### config.mk
export PLATFORM = sky130hd
export DESIGN_NAME = dl2_irq_ctrl
export DESIGN_NICKNAME = d
export VERILOG_FILES = /design/src/dl2_irq_pkg.sv /design/src/dl2_irq_ctrl.sv /design/src/oversize_counter.sv
export VERILOG_INCLUDE_DIRS = /design/src /design/src/src
export SDC_FILE = /design/constraint.sdc
export NUM_CORES = 1
export LEC_CHECK = 0
export BUFFER_PORTS_ARGS = -buffer_cell sky130_fd_sc_hd__buf_4
export CAP_MARGIN = 0
export CORE_UTILIZATION = 47
export DETAILED_ROUTE_END_ITERATION = 10
export PLACE_DENSITY = 0.9
export SYNTH_ARGS = -nofsm -noshare
export SYNTH_HDL_FRONTEND = slang
export SYNTH_SLANG_ARGS = --single-unit
### constraint.sdc
create_clock -name pclk -period 2.4 [get_ports pclk]
set_input_delay 0.12 -clock pclk [delete_from_list [all_inputs] [get_ports pclk]]
set_output_delay 0.12 -clock pclk [all_outputs]
set_load 0.05 [all_outputs]
### src/dl2_irq_regs.svh
`ifndef DL2_IRQ_REGS_SVH
`define DL2_IRQ_REGS_SVH
// Register indices (printed offsets are not all multiples of four).
`define IDX_DL2_STATUS 12'hb18
`define IDX_DL2_ENABLES 12'hb1a
`define IDX_OVS_STATUS 12'hb19
`define IDX_OVS_ENABLE 12'hb1b
`define IDX_IRQ_STATUS 12'hb1c
`define IDX_IRQ_ENABLE 12'hb1d
`define IDX_IRQ_CLEAR 12'hb1e
`define IDX_W 12
// Bit positions of the enable and status layouts.
`define BIT_TX_BEGIN 6
`define BIT_RX_BEGIN 5
`define BIT_TX_DONE 4
`define BIT_RX_DONE 3
`define BIT_CHECKSUM 2
`define BIT_ABORT 1
`define BIT_FLAG 0
`define BIT_OVERSIZE 0
`define DL_EVENTS 7
`define RST_BYTE 8'h00
`define OVERSIZE_LIMIT 16'h0114
`define CAUSE_DL 0
`define CAUSE_OVS 1
`define CAUSE_W 2
`endif

### src/dl2_irq_pkg.sv
package dl2_irq_pkg;
  typedef struct packed {
    logic tx_begin;
    logic rx_begin;
    logic tx_done;
    logic rx_done;
    logic checksum_fault;
    logic abort_seen;
    logic flag_seen;
  } dl_events_t;
  typedef struct packed {
    logic rx_byte;
    logic rx_msg_end;
    logic rx_buf_full;
  } rx_feed_t;
endpackage

### src/dl2_irq_ctrl.sv
`timescale 1ns/1ps
`include "dl2_irq_regs.svh"
// Summary of operation
// RULE1 - With the transmit begin enable set, a transmit start raises the interrupt.
// RULE2 - With the receive begin enable set, a receive start raises the interrupt.
// RULE3 - With the transmit done enable set, a finished transmission raises the interrupt.
// RULE4 - With the receive done enable set, a complete received message raises the interrupt.
// RULE5 - With the checksum enable set, a frame check error raises the interrupt.
// RULE6 - With the abort enable set, seven ones in a row on the link raise the interrupt.
// RULE7 - With the flag enable set, a received flag octet raises the interrupt.
// RULE8 - Event enables are read/write, reset to zero, and gate their interrupt.
// RULE9 - A received message longer than 276 bytes is flagged as oversize.
// RULE10 - The oversize status bit resets to zero, sets on the event and clears on read.
// RULE11 - The oversize enable bit resets to zero and gates the oversize interrupt.
// RULE12 - Each link event status bit sets on its event and clears when read.
// RULE13 - A full receive buffer also declares the receive done event.
// RULE14 - The request is high while any status bit and its enable are both set.
module dl2_irq_ctrl (
  // Clock and reset.
  input wire logic pclk,
  input wire logic presetn,
  // APB slave.
  input wire logic psel,
  input wire logic penable,
  input wire logic pwrite,
  input wire logic [31:0] paddr,
  input wire logic [31:0] pwdata,
  output logic [31:0] prdata,
  output logic pready,
  output logic pslverr,
  // Events from the data link controllers, one-cycle pulses.
  input wire dl2_irq_pkg::dl_events_t events,
  input wire dl2_irq_pkg::rx_feed_t rx_feed,
  // Interrupt outputs.
  output logic irq_req,
  output logic irq
);
  // ****************************************************************
  // Bus decode
  // ****************************************************************
  logic access, wr, rd;
  logic [`IDX_W-1:0] idx;
  logic mapped;
  assign access = psel && penable && pready;
  assign wr = access && pwrite;
  assign rd = access && !pwrite;
  assign idx = paddr[`IDX_W+1:2];
  always_comb begin
    case (idx)
      `IDX_DL2_STATUS, `IDX_DL2_ENABLES, `IDX_OVS_STATUS, `IDX_OVS_ENABLE,
      `IDX_IRQ_STATUS, `IDX_IRQ_ENABLE, `IDX_IRQ_CLEAR: mapped = (paddr[1:0] == 2'h0);
      default: mapped = 1'b0;
    endcase
  end

  // ****************************************************************
  // Oversize detection
  // ****************************************************************
  logic ovs_pulse;
  logic rx_done_ev;
  oversize_counter #(.CNT_W(16)) u_ovs (
    .pclk(pclk),
    .presetn(presetn),
    .rx_begin(events.rx_begin),
    .rx_byte(rx_feed.rx_byte),
    .rx_end(rx_feed.rx_msg_end),
    .oversize_pulse(ovs_pulse)
  );
  assign rx_done_ev = events.rx_done || rx_feed.rx_buf_full; // RULE13

  // ****************************************************************
  // Registers
  // ****************************************************************
  logic [`DL_EVENTS-1:0] dl_stat_q, dl_stat_d, dl_en_q, dl_en_d, ev_vec;
  logic ovs_stat_q, ovs_stat_d, ovs_en_q, ovs_en_d;
  logic [`CAUSE_W-1:0] cause_q, cause_d, cause_en_q, cause_en_d, cause_raw;
  logic [31:0] rdata_d;
  logic pready_d, pslverr_d, irq_req_d, irq_d;
  always_comb begin
    ev_vec = '0;
    ev_vec[`BIT_TX_BEGIN] = events.tx_begin; // RULE1
    ev_vec[`BIT_RX_BEGIN] = events.rx_begin; // RULE2
    ev_vec[`BIT_TX_DONE] = events.tx_done; // RULE3
    ev_vec[`BIT_RX_DONE] = rx_done_ev; // RULE4
    ev_vec[`BIT_CHECKSUM] = events.checksum_fault; // RULE5
    ev_vec[`BIT_ABORT] = events.abort_seen; // RULE6
    ev_vec[`BIT_FLAG] = events.flag_seen; // RULE7
  end
  always_comb begin
    dl_stat_d = dl_stat_q;
    dl_en_d = dl_en_q;
    ovs_stat_d = ovs_stat_q;
    ovs_en_d = ovs_en_q;
    cause_en_d = cause_en_q;
    cause_d = cause_q;
    rdata_d = 32'h0000_0000;
    pready_d = 1'b0;
    pslverr_d = 1'b0;
    // Single wait state: pready rises in the second access cycle.
    if (psel && penable && !pready) begin
      pready_d = 1'b1;
      pslverr_d = !mapped;
      case (idx)
        `IDX_DL2_STATUS: rdata_d[`DL_EVENTS-1:0] = dl_stat_q;
        `IDX_DL2_ENABLES: rdata_d[`DL_EVENTS-1:0] = dl_en_q;
        `IDX_OVS_STATUS: rdata_d[`BIT_OVERSIZE] = ovs_stat_q;
        `IDX_OVS_ENABLE: rdata_d[`BIT_OVERSIZE] = ovs_en_q;
        `IDX_IRQ_STATUS: rdata_d[`CAUSE_W-1:0] = cause_q;
        `IDX_IRQ_ENABLE: rdata_d[`CAUSE_W-1:0] = cause_en_q;
        default: rdata_d = 32'h0000_0000;
      endcase
      if (pwrite || !mapped) begin
        rdata_d = 32'h0000_0000;
      end
    end
    // Read-to-clear; a same-cycle event wins over the clear.
    if (rd && idx == `IDX_DL2_STATUS && mapped) begin
      dl_stat_d = '0; // RULE12
    end
    if (rd && idx == `IDX_OVS_STATUS && mapped) begin
      ovs_stat_d = 1'b0; // RULE10
    end
    if (wr && mapped) begin
      case (idx)
        `IDX_DL2_ENABLES: dl_en_d = pwdata[`DL_EVENTS-1:0]; // RULE8
        `IDX_OVS_ENABLE: ovs_en_d = pwdata[`BIT_OVERSIZE]; // RULE11
        `IDX_IRQ_ENABLE: cause_en_d = pwdata[`CAUSE_W-1:0];
        `IDX_IRQ_CLEAR: cause_d = cause_q & ~pwdata[`CAUSE_W-1:0];
        default: cause_d = cause_d;
      endcase
    end
    dl_stat_d = dl_stat_d | ev_vec; // RULE12
    ovs_stat_d = ovs_stat_d | ovs_pulse; // RULE10
    cause_raw = '0;
    cause_raw[`CAUSE_DL] = |(dl_stat_d & dl_en_d); // RULE8
    cause_raw[`CAUSE_OVS] = ovs_stat_d & ovs_en_d; // RULE11
    irq_req_d = |cause_raw; // RULE14
    cause_d = cause_d | (ev_vec != '0 ? {1'b0, |(ev_vec & dl_en_q)} : '0)
      | {ovs_pulse & ovs_en_q, 1'b0};
    irq_d = |(cause_d & cause_en_d);
  end
  always_ff @(posedge pclk or negedge presetn) begin
    if (!presetn) begin
      dl_stat_q <= '0;
      dl_en_q <= '0;
      ovs_stat_q <= 1'b0;
      ovs_en_q <= 1'b0;
      cause_q <= '0;
      cause_en_q <= '0;
      prdata <= 32'h0000_0000;
      pready <= 1'b0;
      pslverr <= 1'b0;
      irq_req <= 1'b0;
      irq <= 1'b0;
    end else begin
      dl_stat_q <= dl_stat_d;
      dl_en_q <= dl_en_d;
      ovs_stat_q <= ovs_stat_d;
      ovs_en_q <= ovs_en_d;
      cause_q <= cause_d;
      cause_en_q <= cause_en_d;
      prdata <= rdata_d;
      pready <= pready_d;
      pslverr <= pslverr_d;
      irq_req <= irq_req_d;
      irq <= irq_d;
    end
  end

  // ****************************************************************
  // Checks
  // ****************************************************************
  property p_tx_begin;
    @(posedge pclk) disable iff (!presetn)
      (events.tx_begin && dl_en_q[`BIT_TX_BEGIN]) |=> irq_req;
  endproperty
  a_tx_begin: assert property (p_tx_begin) else $error("tx begin no request"); // RULE1
  property p_rx_begin;
    @(posedge pclk) disable iff (!presetn)
      (events.rx_begin && dl_en_q[`BIT_RX_BEGIN]) |=> dl_stat_q[`BIT_RX_BEGIN] && irq_req;
  endproperty
  a_rx_begin: assert property (p_rx_begin) else $error("rx begin no request"); // RULE2
  property p_tx_done;
    @(posedge pclk) disable iff (!presetn)
      events.tx_done |=> dl_stat_q[`BIT_TX_DONE];
  endproperty
  a_tx_done: assert property (p_tx_done) else $error("tx done not latched"); // RULE3
  property p_rx_done;
    @(posedge pclk) disable iff (!presetn)
      rx_feed.rx_buf_full |=> dl_stat_q[`BIT_RX_DONE];
  endproperty
  a_rx_done: assert property (p_rx_done) else $error("buffer full not latched"); // RULE13
  property p_checksum;
    @(posedge pclk) disable iff (!presetn)
      events.checksum_fault |=> dl_stat_q[`BIT_CHECKSUM];
  endproperty
  a_checksum: assert property (p_checksum) else $error("checksum not latched"); // RULE5
  property p_masked;
    @(posedge pclk) disable iff (!presetn)
      (dl_en_q == '0 && !ovs_en_q && !wr) |=> !irq_req;
  endproperty
  a_masked: assert property (p_masked) else $error("request while masked"); // RULE8
  property p_read_clear;
    @(posedge pclk) disable iff (!presetn)
      (rd && mapped && idx == `IDX_OVS_STATUS && !ovs_pulse) |=> !ovs_stat_q;
  endproperty
  a_read_clear: assert property (p_read_clear) else $error("oversize not cleared"); // RULE10
  property p_request;
    @(posedge pclk) disable iff (!presetn)
      irq_req == (|(dl_stat_q & dl_en_q) || (ovs_stat_q && ovs_en_q));
  endproperty
  a_request: assert property (p_request) else $error("request mismatch"); // RULE14
  property p_pready;
    @(posedge pclk) disable iff (!presetn)
      (psel && !penable) ##1 (psel && penable) |=> pready;
  endproperty
  a_pready: assert property (p_pready) else $error("pready late");

  // ****************************************************************
  // Event, register and output checks
  // ****************************************************************
  property p_tx_begin_set;
    @(posedge pclk) disable iff (!presetn)
      events.tx_begin |=> dl_stat_q[`BIT_TX_BEGIN];
  endproperty
  a_tx_begin_set: assert property (p_tx_begin_set) else $error("tx begin not latched"); // RULE1
  property p_tx_done_irq;
    @(posedge pclk) disable iff (!presetn)
      (events.tx_done && dl_en_q[`BIT_TX_DONE] && !wr) |=> irq_req;
  endproperty
  a_tx_done_irq: assert property (p_tx_done_irq) else $error("tx done no request"); // RULE3
  property p_rx_end;
    @(posedge pclk) disable iff (!presetn)
      events.rx_done |=> dl_stat_q[`BIT_RX_DONE];
  endproperty
  a_rx_end: assert property (p_rx_end) else $error("rx done not latched"); // RULE4
  property p_checksum_irq;
    @(posedge pclk) disable iff (!presetn)
      (events.checksum_fault && dl_en_q[`BIT_CHECKSUM] && !wr) |=> irq_req;
  endproperty
  a_checksum_irq: assert property (p_checksum_irq) else $error("checksum no request"); // RULE5
  property p_abort;
    @(posedge pclk) disable iff (!presetn)
      events.abort_seen |=> dl_stat_q[`BIT_ABORT];
  endproperty
  a_abort: assert property (p_abort) else $error("abort not latched"); // RULE6
  property p_flag;
    @(posedge pclk) disable iff (!presetn)
      events.flag_seen |=> dl_stat_q[`BIT_FLAG];
  endproperty
  a_flag: assert property (p_flag) else $error("flag not latched"); // RULE7
  property p_en_hold;
    @(posedge pclk) disable iff (!presetn)
      !(wr && mapped && idx == `IDX_DL2_ENABLES) |=> $stable(dl_en_q);
  endproperty
  a_en_hold: assert property (p_en_hold) else $error("enables changed"); // RULE8
  property p_en_write;
    @(posedge pclk) disable iff (!presetn)
      (wr && mapped && idx == `IDX_DL2_ENABLES) |=> dl_en_q == `DL_EVENTS'($past(pwdata));
  endproperty
  a_en_write: assert property (p_en_write) else $error("enables not written"); // RULE8
  property p_en_readback;
    @(posedge pclk) disable iff (!presetn)
      (psel && penable && !pready && !pwrite && idx == `IDX_DL2_ENABLES && mapped)
      |=> prdata[`DL_EVENTS-1:0] == $past(dl_en_q);
  endproperty
  a_en_readback: assert property (p_en_readback) else $error("enables misread"); // RULE8
  property p_ovs_set;
    @(posedge pclk) disable iff (!presetn)
      ovs_pulse |=> ovs_stat_q;
  endproperty
  a_ovs_set: assert property (p_ovs_set) else $error("oversize not latched"); // RULE10
  property p_ovs_irq;
    @(posedge pclk) disable iff (!presetn)
      (ovs_pulse && ovs_en_q && !wr) |=> irq_req;
  endproperty
  a_ovs_irq: assert property (p_ovs_irq) else $error("oversize no request"); // RULE11
  property p_dl_read_clear;
    @(posedge pclk) disable iff (!presetn)
      (rd && mapped && idx == `IDX_DL2_STATUS && ev_vec == '0) |=> dl_stat_q == '0;
  endproperty
  a_dl_read_clear: assert property (p_dl_read_clear) else $error("not cleared"); // RULE12
  property p_status_ro;
    @(posedge pclk) disable iff (!presetn)
      (wr && idx == `IDX_DL2_STATUS && ev_vec == '0) |=> $stable(dl_stat_q);
  endproperty
  a_status_ro: assert property (p_status_ro) else $error("status written"); // RULE12
  property p_pready_pulse;
    @(posedge pclk) disable iff (!presetn)
      pready |=> !pready;
  endproperty
  a_pready_pulse: assert property (p_pready_pulse) else $error("pready stuck");
  property p_slverr_ready;
    @(posedge pclk) disable iff (!presetn)
      pslverr |-> pready;
  endproperty
  a_slverr_ready: assert property (p_slverr_ready) else $error("pslverr alone");
  property p_irq_level;
    @(posedge pclk) disable iff (!presetn)
      irq == |(cause_q & cause_en_q);
  endproperty
  a_irq_level: assert property (p_irq_level) else $error("irq mismatch");
  property p_cause_set;
    @(posedge pclk) disable iff (!presetn)
      (events.flag_seen && dl_en_q[`BIT_FLAG]) |=> cause_q[`CAUSE_DL];
  endproperty
  a_cause_set: assert property (p_cause_set) else $error("cause not set");
endmodule // dl2_irq_ctrl

### src/oversize_counter.sv
`timescale 1ns/1ps
`include "dl2_irq_regs.svh"
module oversize_counter #(
  parameter int CNT_W = 16
) (
  // Clock and reset.
  input wire logic pclk,
  input wire logic presetn,
  // Received byte stream markers.
  input wire logic rx_begin,
  input wire logic rx_byte,
  input wire logic rx_end,
  // One-cycle oversize pulse.
  output logic oversize_pulse
);
  logic [CNT_W-1:0] cnt_q, cnt_d;
  logic fired_q, fired_d;
  logic pulse_d;
  always_comb begin
    cnt_d = cnt_q;
    fired_d = fired_q;
    pulse_d = 1'b0;
    if (rx_begin || rx_end) begin
      cnt_d = '0;
      fired_d = 1'b0;
    end else if (rx_byte && !fired_q) begin
      cnt_d = cnt_q + 1'b1;
      // Only the first byte past the limit reports, once per message.
      if (cnt_q == CNT_W'(`OVERSIZE_LIMIT)) begin // RULE9
        pulse_d = 1'b1;
        fired_d = 1'b1;
      end
    end
  end
  always_ff @(posedge pclk or negedge presetn) begin
    if (!presetn) begin
      cnt_q <= '0;
      fired_q <= 1'b0;
      oversize_pulse <= 1'b0;
    end else begin
      cnt_q <= cnt_d;
      fired_q <= fired_d;
      oversize_pulse <= pulse_d;
    end
  end
endmodule // oversize_counter

==> flow_metrics.py <==
metrics = {
    "worst_setup_path": {
        "arrival_ps": 2190,
        "worst-path-max-fanout": 5,
        "cp-start-kind": "flip-flop",
        "end_kind": "flip-flop",
        "criticalPathCategory": "reg2reg",
        "required_ps": 2570,
    },
    "route": {
        "ant_nets": 0,
        "post_drt_wl_per_cell_um": 13.7,
        "drc_errors": 0,
        "vias": 1970,
        "wl_mm": 5.14,
        "drtPass1Iterations": 4,
        "routed_via_density": 5.27,
        "drt-initial-drc-count": 130,
    },
    "clocking": {
        "clkSinkCount": 49,
        "hold_buffers": 1,
        "cts_resized": 0,
        "root_buffer": "clkbuf_8",
        "cts_tree": "yes",
        "h-tree-depth": 2,
        "path_clk_slew_ps": 90,
        "cts_setup_buffers": 0,
        "numCtsBuffers": 5,
        "clockBufferDepth": 2,
        "clock_latency_ps": 300,
    },
    "layout": {
        "nFillCells": 469,
        "nets": 384,
        "drive_gt1_frac": 0.234,
        "mostFrequentLayoutCell": "dfrtp_1",
        "diodes": 0,
        "area_delta_synth_final_pct": 16.0,
        "layout_common_cells": "49 x dfrtp_1, 48 x buf_4, 28 x nor2_1",
        "final_cell_area_um2": 2990,
    },
    "sta": {
        "drv_slew": 0,
        "period_minus_slack_ps": 2020,
        "maxSlewHeadroom": 0.597,
        "period_share": 0.844,
        "setup-tns-final_ps": 0,
        "fin_skew_ps": 5.44,
        "rsz0062_at_grt": "false",
        "fmax_mhz": 494,
        "setup_viol": 0,
        "worst_pin_slew_ps": 604,
        "hold_viol_final": 0,
    },
    "flow_run": {
        "cap_violations": 0,
    },
    "place": {
        "numPortBuffers": 46,
        "place_congestion": 0.833,
        "place_area_um2": 2900,
        "post-dp-hpwl_mm": 3.84,
    },
    "yosys": {
        "synth.area.top_cells": "dfrtp_1 48%, buf_4 7.3%, nor2_1 4.1%",
        "ys_async_sr_fraction": 1.00,
        "ys_seq_elements": 49,
        "yosys.area.top_type": "dfrtp_1",
        "synth_warnings": 0,
        "syn_inst": 254,
        "synth_area_per_cell_um2": 10.2,
        "synth_top_area_share": 0.475,
        "ys.flop_type": "dfrtp_1",
        "yosysSeqAreaShare": 0.475,
        "synth_cell_type_count": 48,
        "synth_edf_count": 0,
        "synth_area_um2": 2580,
    },
    "power_and_ir_drop": {
        "peakVddDrop_uv": 234,
        "powerDensity_nw_per_um2": 503,
        "p_leak_nw": 1.43,
    },
    "global_routing": {
        "grt_antenna_before_repair": 0,
        "overflow": 0,
        "grt_pass1_vias": 1940,
        "grt_max_degree": 50,
        "grt_pass1_wl_mm": 8.85,
        "grt_use_total": 0.191,
    },
    "floorplan": {
        "die_y_um": 76.1,
        "coreArea_um2": 5200,
        "rows": 26,
        "dieArea_um2": 5790,
        "ios": 115,
        "start_util": 0.496,
        "die_w_um": 76.1,
    },
    "outcome": {
        "status": "complete, no violations",
    },
    "hold_path": {
        "hold_path_class": "in2reg",
    },
}
sequential cells by signal, indices dropped and copies added (netlist names), 2 cells and up:
signal	cells
cause_q	2
dl_en_q	7
dl_stat_q	7
prdata	7
u_ovs.cnt_q	16
cause_en_q	2
path summary, 6_finish.rpt:
path / slack, ps / startpoint / to / cells past startpoint
worst max-delay path: 380 / pready / irq_req / 6
worst min-delay path: 30 / events[3] / dl_stat_q[3] / 3
worst max register to register: 380 / pready / irq_req / 6
worst min register to register: 520 / pready / pready / 1
max in group asynchronous: 1610 / presetn / cause_q[1] / 2
min in group asynchronous: 380 / presetn / dl_en_q[3] / 2
layer usage:
layer | vias to the layer above | global-route usage | part of all wire | wire (um)
met5 | - | 0 | 0 | 0
met4 | 0 | 0.0673 | 0.016 | 83
met3 | 10 | 0.0503 | 0.068 | 350
met2 | 74 | 0.335 | 0.50 | 2590
met1 | 944 | 0.227 | 0.41 | 2120
li1 | 942 | - | - | -
kinds of logic after synthesis:
kind of cell | Yosys count | synth area share
AO/OA/AOI/OAI | 35 | 0.0970
XOR/XNOR | 13 | 0.0441
adder cells (fa/ha/maj) | 2 | 0.00970
buffers and inverters | 35 | 0.0902
flip-flops | 49 | 0.475
multiplexers | 15 | 0.0616
other | 1 | 0.00145
AND/OR/NAND/NOR | 104 | 0.221
worst max-delay path, cell delays in order, from the launching register on:
cell and delay (ps):
dfrtp_1 410, nand3_1 140, nor3_1 210, and3_1 320, mux2_2 380, a222oi_1 320
nand3_1 120
stage by stage:
stage	util	hold WS, ps	total power, mW	cells	setup slack, ps
after floorplan	-	-176	1.01	278	53.6
after global placement	0.557	162	1.05	365	246
after detailed placement	0.557	171	1.05	365	167
after CTS	0.575	21.8	1.52	374	358
after global routing	0.575	27.8	1.57	374	223
final	0.575	29.2	1.50	374	376
cell usage after synthesis, types with 2 or more instances:
cell type  instances
a22o_1             2
nor2_1            28
nand3b_1           2
o21ai_0           11
and3_1             6
nand4_1            9
or3_1              3
nand2_1           18
mux2_2             7
nand3_1           10
or2_2              2
xor2_1             9
a21o_1             6
a21oi_1            5
ha_1               2
dfrtp_1           49
clkbuf_1           4
xnor2_1            4
nor4_1             3
nand2b_1           4
a22oi_1            6
nor3_1             4
mux2i_1            8
inv_1              4
buf_4             25
layout make-up:
type,instances,area (um^2),area share
clock buffers,6,72.6,0.0242
clock inverters,2,10.0,0.00334
inverters,4,15.0,0.00502
multi-input cells,194,1210,0.405
flip-flops and latches,49,1230,0.410
well taps,70,87.6,0.0293
repair buffers,49,370,0.124
power breakdown:
| group | internal, mW | switching, mW | leakage, nW |
|---|---|---|---|
| logic | 0.0574 | 0.151 | 0.740 |
| registers | 0.828 | 0.00292 | 0.646 |
| clock network | 0.202 | 0.263 | 0.0450 |
| total | 1.09 | 0.417 | 1.43 |
Power figures use the tool's default switching activity.
